[src/par_pkg.sv]
// Constants, register map and state types of the parallel I/O controller.
// Assumes one 50 MHz APB clock domain; pad levels arrive asynchronously.
//
// Contract
// 23 lines over two identical controller instances
// Dedicated pins ignore owner writes, read owned
// Each instance drives its own interrupt request
// Reset: controller owns pins, drivers off
// Owned lines usable in both directions
// Owner set/clear registers, owner status readback
// Peripheral input forced zero while controller owns
// Output enable set/clear, direction status readback
// Direction applies only under controller ownership
// Level set/clear registers, level status readback
// Owned, output disabled: pad not driven
// Peripheral owner drives pad value and enable
// Pad level status returns actual pad level
// Glitch filter enable/disable/status, either owner
// Irq enable sets, disable clears mask bits
// Any pad level change sets status bit
// Interrupt asserted on status and mask bit
// Status read returns contents then clears
// All registers 32 bits, same bit per line
// Unimplemented bits ignore writes, read zero
// Instance A implements bits 0 to 12
// Write 1 sets/clears owner, 0 ignored
// Owner status 1 controller, 0 peripheral
// Change found against previous cycle level
// Filter drops pulses under one clock period
package par_pkg;

    localparam int PAR_DW = 32;
    localparam int PAR_AW = 8;

    // Register byte offsets
    localparam logic [7:0] PAR_OFS_OWN_SET = 8'h00;
    localparam logic [7:0] PAR_OFS_OWN_CLR = 8'h04;
    localparam logic [7:0] PAR_OFS_OWN_STS = 8'h08;
    localparam logic [7:0] PAR_OFS_OE_SET = 8'h10;
    localparam logic [7:0] PAR_OFS_OE_CLR = 8'h14;
    localparam logic [7:0] PAR_OFS_OE_STS = 8'h18;
    localparam logic [7:0] PAR_OFS_FLT_SET = 8'h20;
    localparam logic [7:0] PAR_OFS_FLT_CLR = 8'h24;
    localparam logic [7:0] PAR_OFS_FLT_STS = 8'h28;
    localparam logic [7:0] PAR_OFS_LVL_SET = 8'h30;
    localparam logic [7:0] PAR_OFS_LVL_CLR = 8'h34;
    localparam logic [7:0] PAR_OFS_LVL_STS = 8'h38;
    localparam logic [7:0] PAR_OFS_PAD_STS = 8'h3c;
    localparam logic [7:0] PAR_OFS_IRQ_EN = 8'h40;
    localparam logic [7:0] PAR_OFS_IRQ_DIS = 8'h44;
    localparam logic [7:0] PAR_OFS_IRQ_MSK = 8'h48;
    localparam logic [7:0] PAR_OFS_IRQ_STS = 8'h4c;

    // Instance A defaults: bits 0..12, all multiplexed
    localparam logic [31:0] PAR_LINES_A = 32'h00001fff;
    localparam logic [31:0] PAR_MUXED_A = 32'h00001fff;

    // Reset values
    localparam logic [31:0] PAR_RST_OWN = 32'hffffffff;
    localparam logic [31:0] PAR_RST_ZERO = 32'h00000000;

    typedef struct packed {
        logic [31:0] own;
        logic [31:0] oe;
        logic [31:0] lvl_out;
        logic [31:0] flt;
        logic [31:0] msk;
        logic [31:0] sts;
        logic [31:0] lvl_prev;
        logic [31:0] pad_out;
        logic [31:0] pad_oe;
        logic [31:0] periph_in;
        logic [31:0] prdata;
        logic pready;
        logic pslverr;
        logic irq;
    } par_state_type;

    typedef struct packed {
        logic s1;
        logic s2;
        logic s3;
        logic lvl;
    } par_filt_type;

endpackage

[src/par_ctrl.sv]
// Parallel I/O controller: APB register file, pad muxing, change interrupt.
// Assumes peripheral signals share pclk; pad inputs are asynchronous.
`timescale 1ns/1ps
`default_nettype none
module par_ctrl
    import par_pkg::*;
#(
    parameter logic [31:0] LINE_MASK = PAR_LINES_A,
    parameter logic [31:0] MUX_MASK = PAR_MUXED_A
) (
    // Clock and reset
    input wire logic pclk,
    input wire logic presetn,
    // APB slave
    input wire logic psel,
    input wire logic penable,
    input wire logic pwrite,
    input wire logic [PAR_AW-1:0] paddr,
    input wire logic [PAR_DW-1:0] pwdata,
    output logic [PAR_DW-1:0] prdata,
    output logic pready,
    output logic pslverr,
    // Pads
    input wire logic [31:0] pad_in,
    output logic [31:0] pad_out,
    output logic [31:0] pad_oe,
    // Shared peripherals
    input wire logic [31:0] periph_out,
    input wire logic [31:0] periph_oe,
    output logic [31:0] periph_in,
    // Interrupt to the interrupt controller
    output logic port_change_irq
);

    par_state_type st_q;
    par_state_type st_d;
    logic [31:0] level_w;

    // Per-line synchroniser and filter, implemented lines only
    genvar gi;
    generate
        for (gi = 0; gi < 32; gi++) begin : g_line
            if (LINE_MASK[gi]) begin : g_impl
                par_in_filter u_filt (
                    .pclk(pclk),
                    .presetn(presetn),
                    .pad_in(pad_in[gi]),
                    .filt_en(st_q.flt[gi]),
                    .level(level_w[gi])
                );
            end else begin : g_none
                assign level_w[gi] = 1'b0;
            end
        end
    endgenerate

    logic setup_w;
    logic wr_w;
    logic rd_w;
    logic [31:0] wd_w;
    logic [31:0] change_w;
    logic [31:0] rdsel_w;
    logic mapped_w;

    always_comb begin
        st_d = st_q;
        setup_w = psel && !penable;
        wr_w = psel && penable && st_q.pready && pwrite;
        rd_w = psel && penable && st_q.pready && !pwrite;
        wd_w = pwdata & LINE_MASK;

        // Register writes take effect at the access edge
        if (wr_w) begin
            unique case (paddr)
                PAR_OFS_OWN_SET: st_d.own = st_q.own | (wd_w & MUX_MASK);
                PAR_OFS_OWN_CLR: st_d.own = st_q.own & ~(wd_w & MUX_MASK);
                PAR_OFS_OE_SET: st_d.oe = st_q.oe | wd_w;
                PAR_OFS_OE_CLR: st_d.oe = st_q.oe & ~wd_w;
                PAR_OFS_FLT_SET: st_d.flt = st_q.flt | wd_w;
                PAR_OFS_FLT_CLR: st_d.flt = st_q.flt & ~wd_w;
                PAR_OFS_LVL_SET: st_d.lvl_out = st_q.lvl_out | wd_w;
                PAR_OFS_LVL_CLR: st_d.lvl_out = st_q.lvl_out & ~wd_w;
                PAR_OFS_IRQ_EN: st_d.msk = st_q.msk | wd_w;
                PAR_OFS_IRQ_DIS: st_d.msk = st_q.msk & ~wd_w;
                default: ;
            endcase
        end

        // Change detection against last cycle's level
        change_w = (level_w ^ st_q.lvl_prev) & LINE_MASK;
        st_d.lvl_prev = level_w;

        // Clear only bits already returned; new changes win
        if (rd_w && (paddr == PAR_OFS_IRQ_STS)) begin
            st_d.sts = (st_q.sts & ~st_q.prdata) | change_w;
        end else begin
            st_d.sts = st_q.sts | change_w;
        end

        // Pad muxing
        st_d.pad_oe = (st_q.own & st_q.oe) | (~st_q.own & periph_oe & LINE_MASK);
        st_d.pad_out = (st_q.own & st_q.lvl_out) | (~st_q.own & periph_out & LINE_MASK);
        st_d.periph_in = ~st_q.own & level_w & LINE_MASK;

        st_d.irq = |(st_d.sts & st_d.msk);

        // Read data and answer prepared in the setup cycle
        rdsel_w = 32'h00000000;
        mapped_w = 1'b1;
        unique case (paddr)
            PAR_OFS_OWN_STS: rdsel_w = st_q.own | (~MUX_MASK & LINE_MASK);
            PAR_OFS_OE_STS: rdsel_w = st_q.oe;
            PAR_OFS_FLT_STS: rdsel_w = st_q.flt;
            PAR_OFS_LVL_STS: rdsel_w = st_q.lvl_out;
            PAR_OFS_PAD_STS: rdsel_w = level_w;
            PAR_OFS_IRQ_MSK: rdsel_w = st_q.msk;
            PAR_OFS_IRQ_STS: rdsel_w = st_q.sts | change_w;
            PAR_OFS_OWN_SET, PAR_OFS_OWN_CLR, PAR_OFS_OE_SET, PAR_OFS_OE_CLR,
            PAR_OFS_FLT_SET, PAR_OFS_FLT_CLR, PAR_OFS_LVL_SET, PAR_OFS_LVL_CLR,
            PAR_OFS_IRQ_EN, PAR_OFS_IRQ_DIS: rdsel_w = 32'h00000000;
            default: mapped_w = 1'b0;
        endcase
        st_d.pready = setup_w;
        if (setup_w) begin
            st_d.prdata = pwrite ? 32'h00000000 : (rdsel_w & LINE_MASK);
            st_d.pslverr = !mapped_w;
        end
        if (rd_w && (paddr == PAR_OFS_IRQ_STS)) begin
            // Returned value stays visible; returned status bits clear at this same edge
            st_d.prdata = st_q.prdata;
        end
    end

    always_ff @(posedge pclk or negedge presetn) begin
        if (!presetn) begin
            st_q <= '0;
            st_q.own <= PAR_RST_OWN & LINE_MASK;
            st_q.oe <= PAR_RST_ZERO;
        end else begin
            st_q <= st_d;
        end
    end

    assign prdata = st_q.prdata;
    assign pready = st_q.pready;
    assign pslverr = st_q.pslverr;
    assign pad_out = st_q.pad_out;
    assign pad_oe = st_q.pad_oe;
    assign periph_in = st_q.periph_in;
    assign port_change_irq = st_q.irq;

endmodule // par_ctrl
`default_nettype wire

[src/par_in_filter.sv]
// One pad input: two-stage synchroniser and optional glitch filter.
// Assumes pad_in is asynchronous to pclk.
`timescale 1ns/1ps
`default_nettype none
module par_in_filter
    import par_pkg::*;
(
    // Clock and reset
    input wire logic pclk,
    input wire logic presetn,
    // Pad and control
    input wire logic pad_in,
    input wire logic filt_en,
    output logic level
);

    par_filt_type st_q;
    par_filt_type st_d;

    always_comb begin
        st_d = st_q;
        st_d.s1 = pad_in;
        st_d.s2 = st_q.s1;
        st_d.s3 = st_q.s2;
        // With the filter on, filtered level moves only after two equal samples; off, it follows s2
        if (!filt_en || (st_q.s2 == st_q.s3)) begin
            st_d.lvl = st_q.s2;
        end
    end

    always_ff @(posedge pclk or negedge presetn) begin
        if (!presetn) begin
            st_q <= '0;
        end else begin
            st_q <= st_d;
        end
    end

    assign level = st_q.lvl;

endmodule // par_in_filter
`default_nettype wire

[config.mk]
export PLATFORM = sky130hd
export DESIGN_NAME = par_ctrl
export DESIGN_NICKNAME = d
export VERILOG_FILES = /design/src/par_pkg.sv /design/src/par_ctrl.sv /design/src/par_in_filter.sv
export SDC_FILE = /design/constraint.sdc
export NUM_CORES = 1
export LEC_CHECK = 0
export BUFFER_PORTS_ARGS = -buffer_cell sky130_fd_sc_hd__buf_2
export CAP_MARGIN = 10
export CORE_MARGIN = 1
export CORE_UTILIZATION = 40
export DETAILED_ROUTE_END_ITERATION = 10
export PLACE_DENSITY_LB_ADDON = 0.12
export SYNTH_ARGS = -nofsm -noshare
export SYNTH_HDL_FRONTEND = slang
export SYNTH_HIERARCHICAL = 1
export SYNTH_SLANG_ARGS = --single-unit
[constraint.sdc]
create_clock -name pclk -period 2.2 [get_ports pclk]
set_input_delay 0.11 -clock pclk [delete_from_list [all_inputs] [get_ports pclk]]
set_output_delay 0.11 -clock pclk [all_outputs]
set_load 0.005 [all_outputs]
* Yosys cells after proc, flatten, opt, wreduce, memory -nomap -nowiden
Index checks and enable logic that the tools add are counted.
** Operators by class
- Reductions and logical operators :: 47
- Equality and inequality tests :: 29
- Bitwise gates (word level) :: 26
- Muxes and demuxes :: 10
** Operators by type and width (count)
- 32-bit case mux with 2 select lines :: 5
- 32-bit AND :: 9
- 32-bit by 13-bit OR with 32-bit output :: 9
- 13-bit case mux with 7 select lines :: 1
- 32-bit two-way mux :: 2
- 8-bit by 6-bit == test with 1-bit output, second input constant :: 7
- 13-bit AND :: 3
- 8-bit by 7-bit == test with 1-bit output, second input constant :: 4
- 13-bit inverter with 32-bit output :: 1
- 32-bit inverter :: 1
- 32-bit OR reduction :: 1
- 8-bit by 5-bit == test with 1-bit output, second input constant :: 3
- 17-bit OR reduction :: 1
- 1-bit zero test :: 16
- 1-bit == test :: 13
- 1-bit logical OR :: 13
- 13-bit two-way mux :: 1
- 13-bit inverter :: 1
- 13-bit XOR :: 1
- 2-bit AND reduction :: 5
- 8-bit by 3-bit == test with 1-bit output, second input constant :: 1
- 8-bit by 4-bit == test with 1-bit output, second input constant :: 1
- 8-bit zero test :: 1
- 2-bit nonzero test :: 4
- 3 further kinds :: 8
** Storage, ports and cells
- Output and inout bits :: 131
- Register bits :: 369
- Word-level logic and storage cells :: 178
- Input bits :: 141

* Logic depth before layout (Yosys ltp)
- Depth in word-level cells :: 7
- Gate-level depth with buffers :: 8

* Hierarchy
The synthesis kept the hierarchy.
** Modules (own cells, without submodules)
- par_ctrl :: cells each 753, times used 1, area an instance 7746.2 um2, sequential area each 3669.8 um2
- par_in_filter :: cells each 7, times used 13, area an instance 123.9 um2, sequential area each 100.1 um2

* Least setup slack after synthesis
OpenSTA, ideal clock, no wires.
- Path kind :: input to register
- From :: in paddr[5]
- To :: reg st_q, in the netlist port_change_irq
- Stages :: 8
- Buffers on the path :: 3
- Slack :: 0.235 ns
- Library setup time :: 0.140 ns
- Arrival :: 1.825 ns
- Required time :: 2.060 ns
- Cell sequence :: buf_6 or4b_4 buf_6 buf_8 o41ai_2 a22oi_1 a2111oi_2 nand4_1
** RTL lines
- start: declaration :: RTL line par_ctrl.sv:18 : input wire logic [PAR_AW-1:0] paddr,
- end signal: assignment :: RTL line par_ctrl.sv:140 : st_q <= st_d;
- end: declaration :: RTL line par_ctrl.sv:35 : par_state_type st_q;

==> flow_metrics.tcl <==
set metrics [dict create \
    syn_area_um2 9360 \
    timing.hold.ws_ns 0.106 \
    dieArea_um2 24000 \
    worstHoldPathType "in2reg" \
    cp.arrival_ns 2.39 \
    grt_overflow 0 \
    drive_gt1_frac 0.289 \
    yosysMostFrequentCell "dfrtp_1" \
    min_from "pwdata[7]" \
    clk_pin_slew_ns 0.07 \
    synthSimpleGateAreaFrac 0.117 \
    r2r_start "pready" \
    pre_cts_ws_ns -0.0213 \
    required_ns 2.50 \
    cts_buffers 17 \
    grt.total_usage 0.204 \
    max_cap_viol_count 0 \
    grt_pass1_vias 6338 \
    vias 6678 \
    fin_crit_sh 0.947 \
    core_area_um2 22800 \
    synth_top_family_by_area "compound AO/OA/AOI/OAI gates" \
    yosysTopAreaCell "dfrtp_1" \
    grt_pass1_wl_um 36800 \
    layout_min_cycle_time_ns 2.08 \
    tightest_slew_ns 0.563 \
    grt_max_degree 63 \
    drc 0 \
    place.gp.congestion 0.832 \
    finalSetupViolCount 0 \
    drtPass1Iterations 5 \
    drtIter0Drc 438 \
    cts.sinks 198 \
    worst_slack_ns 0.116 \
    async_reset_ff_frac 1.00 \
    synth_top_cell_area_share 0.495 \
    cts_tree "built" \
    rows 55 \
    clock_skew_ns 0.00920 \
    die_w_um 155 \
    viasPerCell 5.00 \
    clk_latency_ns 0.43 \
    ys.flop_type "dfrtp_1" \
    crit_path_max_fanout 17 \
    critPathKind "reg2reg" \
    synth_compound_area_frac 0.149 \
    synth_adder_area_share 0 \
    synth_area_per_cell_um2 11.1 \
    final_max_slew_viol_count 0 \
    powerDensity_nw_per_um2 691 \
    rsz0062_at_grt "no" \
    wl_per_cell_um 18.0 \
    irDropWorstVdd_mv 0.374 \
    cts-root-buf "clkbuf_16" \
    maxSlewHeadroom 0.624 \
    hpwl_um 16700 \
    synth_top_cells_by_area "dfrtp_1 (49%), buf_4 (10%), mux2_2 (5.5%)" \
    setup_tns_ns 0 \
    synth_xor_area_frac 0.0112 \
    syn_inst 844 \
    startpoint_type "flop" \
    antenna_found_initial 0 \
    ys_ff_latch 198 \
    timing.critical_path.from "pready" \
    p_leak_nw 5.00 \
    final.fill_count 2113 \
    fp.dieH_um 155 \
    nNetsFinal 1150 \
    ys_seq_area_frac 0.531 \
    io_pins 272 \
    syn_to_final_growth_pct 20.3 \
    muxShareOfSynthArea 0.0618 \
    cp-end-kind "flop" \
    detail-route-antenna-nets 0 \
    wl_um 24000 \
    portBuffers 119 \
    htree_num_levels 4 \
    diodes 0 \
    finalHoldViolCount 0 \
    clk_path_buf_depth 2 \
    synth_edf_count 0 \
    synthDistinctLibCells 64 \
    status "complete, no violations" \
    synth_common_cells "dfrtp_1 (185), buf_4 (128), nand2_1 (65), o21ai_0 (62), mux2_2 (46)" \
    ys_warn_count 6 \
    start_util 0.411 \
    max_freq_ghz 0.480 \
]
## metrics by stage
| stage | cells | area (µm²) | util | power, W |
|---|---|---|---|---|
| floorplan | 919 | 9640 | - | 0.00426 |
| global placement | 1253 | 10100 | 0.445 | 0.00445 |
| detailed placement | 1253 | 10100 | 0.445 | 0.00445 |
| CTS | 1335 | 11200 | 0.494 | 0.00786 |
| global route | 1335 | 11300 | 0.494 | 0.00805 |
| finish | 1335 | 11300 | 0.494 | 0.00777 |
## per-layer routing
| metal | global-route usage | vias up | share of wire |
|---|---|---|---|
| li1 | - | 3165 | - |
| met1 | 0.297 | 3277 | 0.49 |
| met2 | 0.312 | 207 | 0.46 |
| met3 | 0.0329 | 29 | 0.042 |
| met4 | 0.0632 | 0 | 0.016 |
| met5 | 0 | - | 0 |
## kinds of logic after synthesis
group	count (synthesis)
and+or+nand+nor	198
xor gates and xnor gates	12
AOI/OAI and AO/OA	198
other	1
DFF	198
buffers and inverters	185
muxes	52
## worst max-delay path: stages, from the launching register on
cell      delay [ns]
dfrtp_1         0.44
and4_1          0.27
buf_12          0.17
nand4_1         0.10
mux2_2          0.37
a222oi_1        0.35
buf_4           0.18
nand4_1         0.08
## cell usage in the layout (no fill, tap or decap), drive strengths merged, types with 13 or more instances in the layout
cell type	n
or2b	13
buf	188
nand4	14
dlygate4sd3	50
nor2b	14
a22oi	15
a22o	18
a21o	17
nand3	22
o21ai	63
mux2	46
dfrtp	185
conb	76
clkbuf	21
nand2	65
nor2	27
o31ai	29
inv	22
dfstp	13
## cell type report
cell class	instances	area [µm²]	share of cell area
well taps	313	392	0.0348
clock inverters	12	166	0.0148
inverters	17	63.8	0.00567
multi-input cells	536	3470	0.309
clock buffers	20	457	0.0406
flip-flops and latches	198	4970	0.442
repair buffers	239	1730	0.154
## worst paths after layout
| kind | to | slack, ns | cells past startpoint |
|---|---|---|---|
| worst max register to register | port_change_irq | 0.12 | 7 |
| worst max-delay path | port_change_irq | 0.12 | 7 |
| worst min-delay path | flop | 0.11 | 3 |
| worst min register to register | g_line[1].g_impl.u_filt/st_d[1] | 0.35 | 0 |
| min in group asynchronous | periph_in[1] | 0.23 | 2 |
| max in group asynchronous | asynchronous set/reset pin | 1.21 | 3 |
## power breakdown
| group | switching [W] | total, W | internal, W |
|---|---|---|---|
| sequential | 0.0000682 | 0.00382 | 0.00375 |
| combinational | 0.000338 | 0.000625 | 0.000287 |
| clock | 0.00145 | 0.00332 | 0.00188 |
| total | 0.00185 | 0.00777 | 0.00592 |
## timing repair
action / CTS / global route
endpoints found under the setup margin: 0 / 1
hold buffers: 50 / 0
setup buffers: 0 / 0
gates resized for setup: 0 / 1
endpoints found under the hold margin: 114 / 0
No activity file was read; power rests on OpenSTA's default activity.
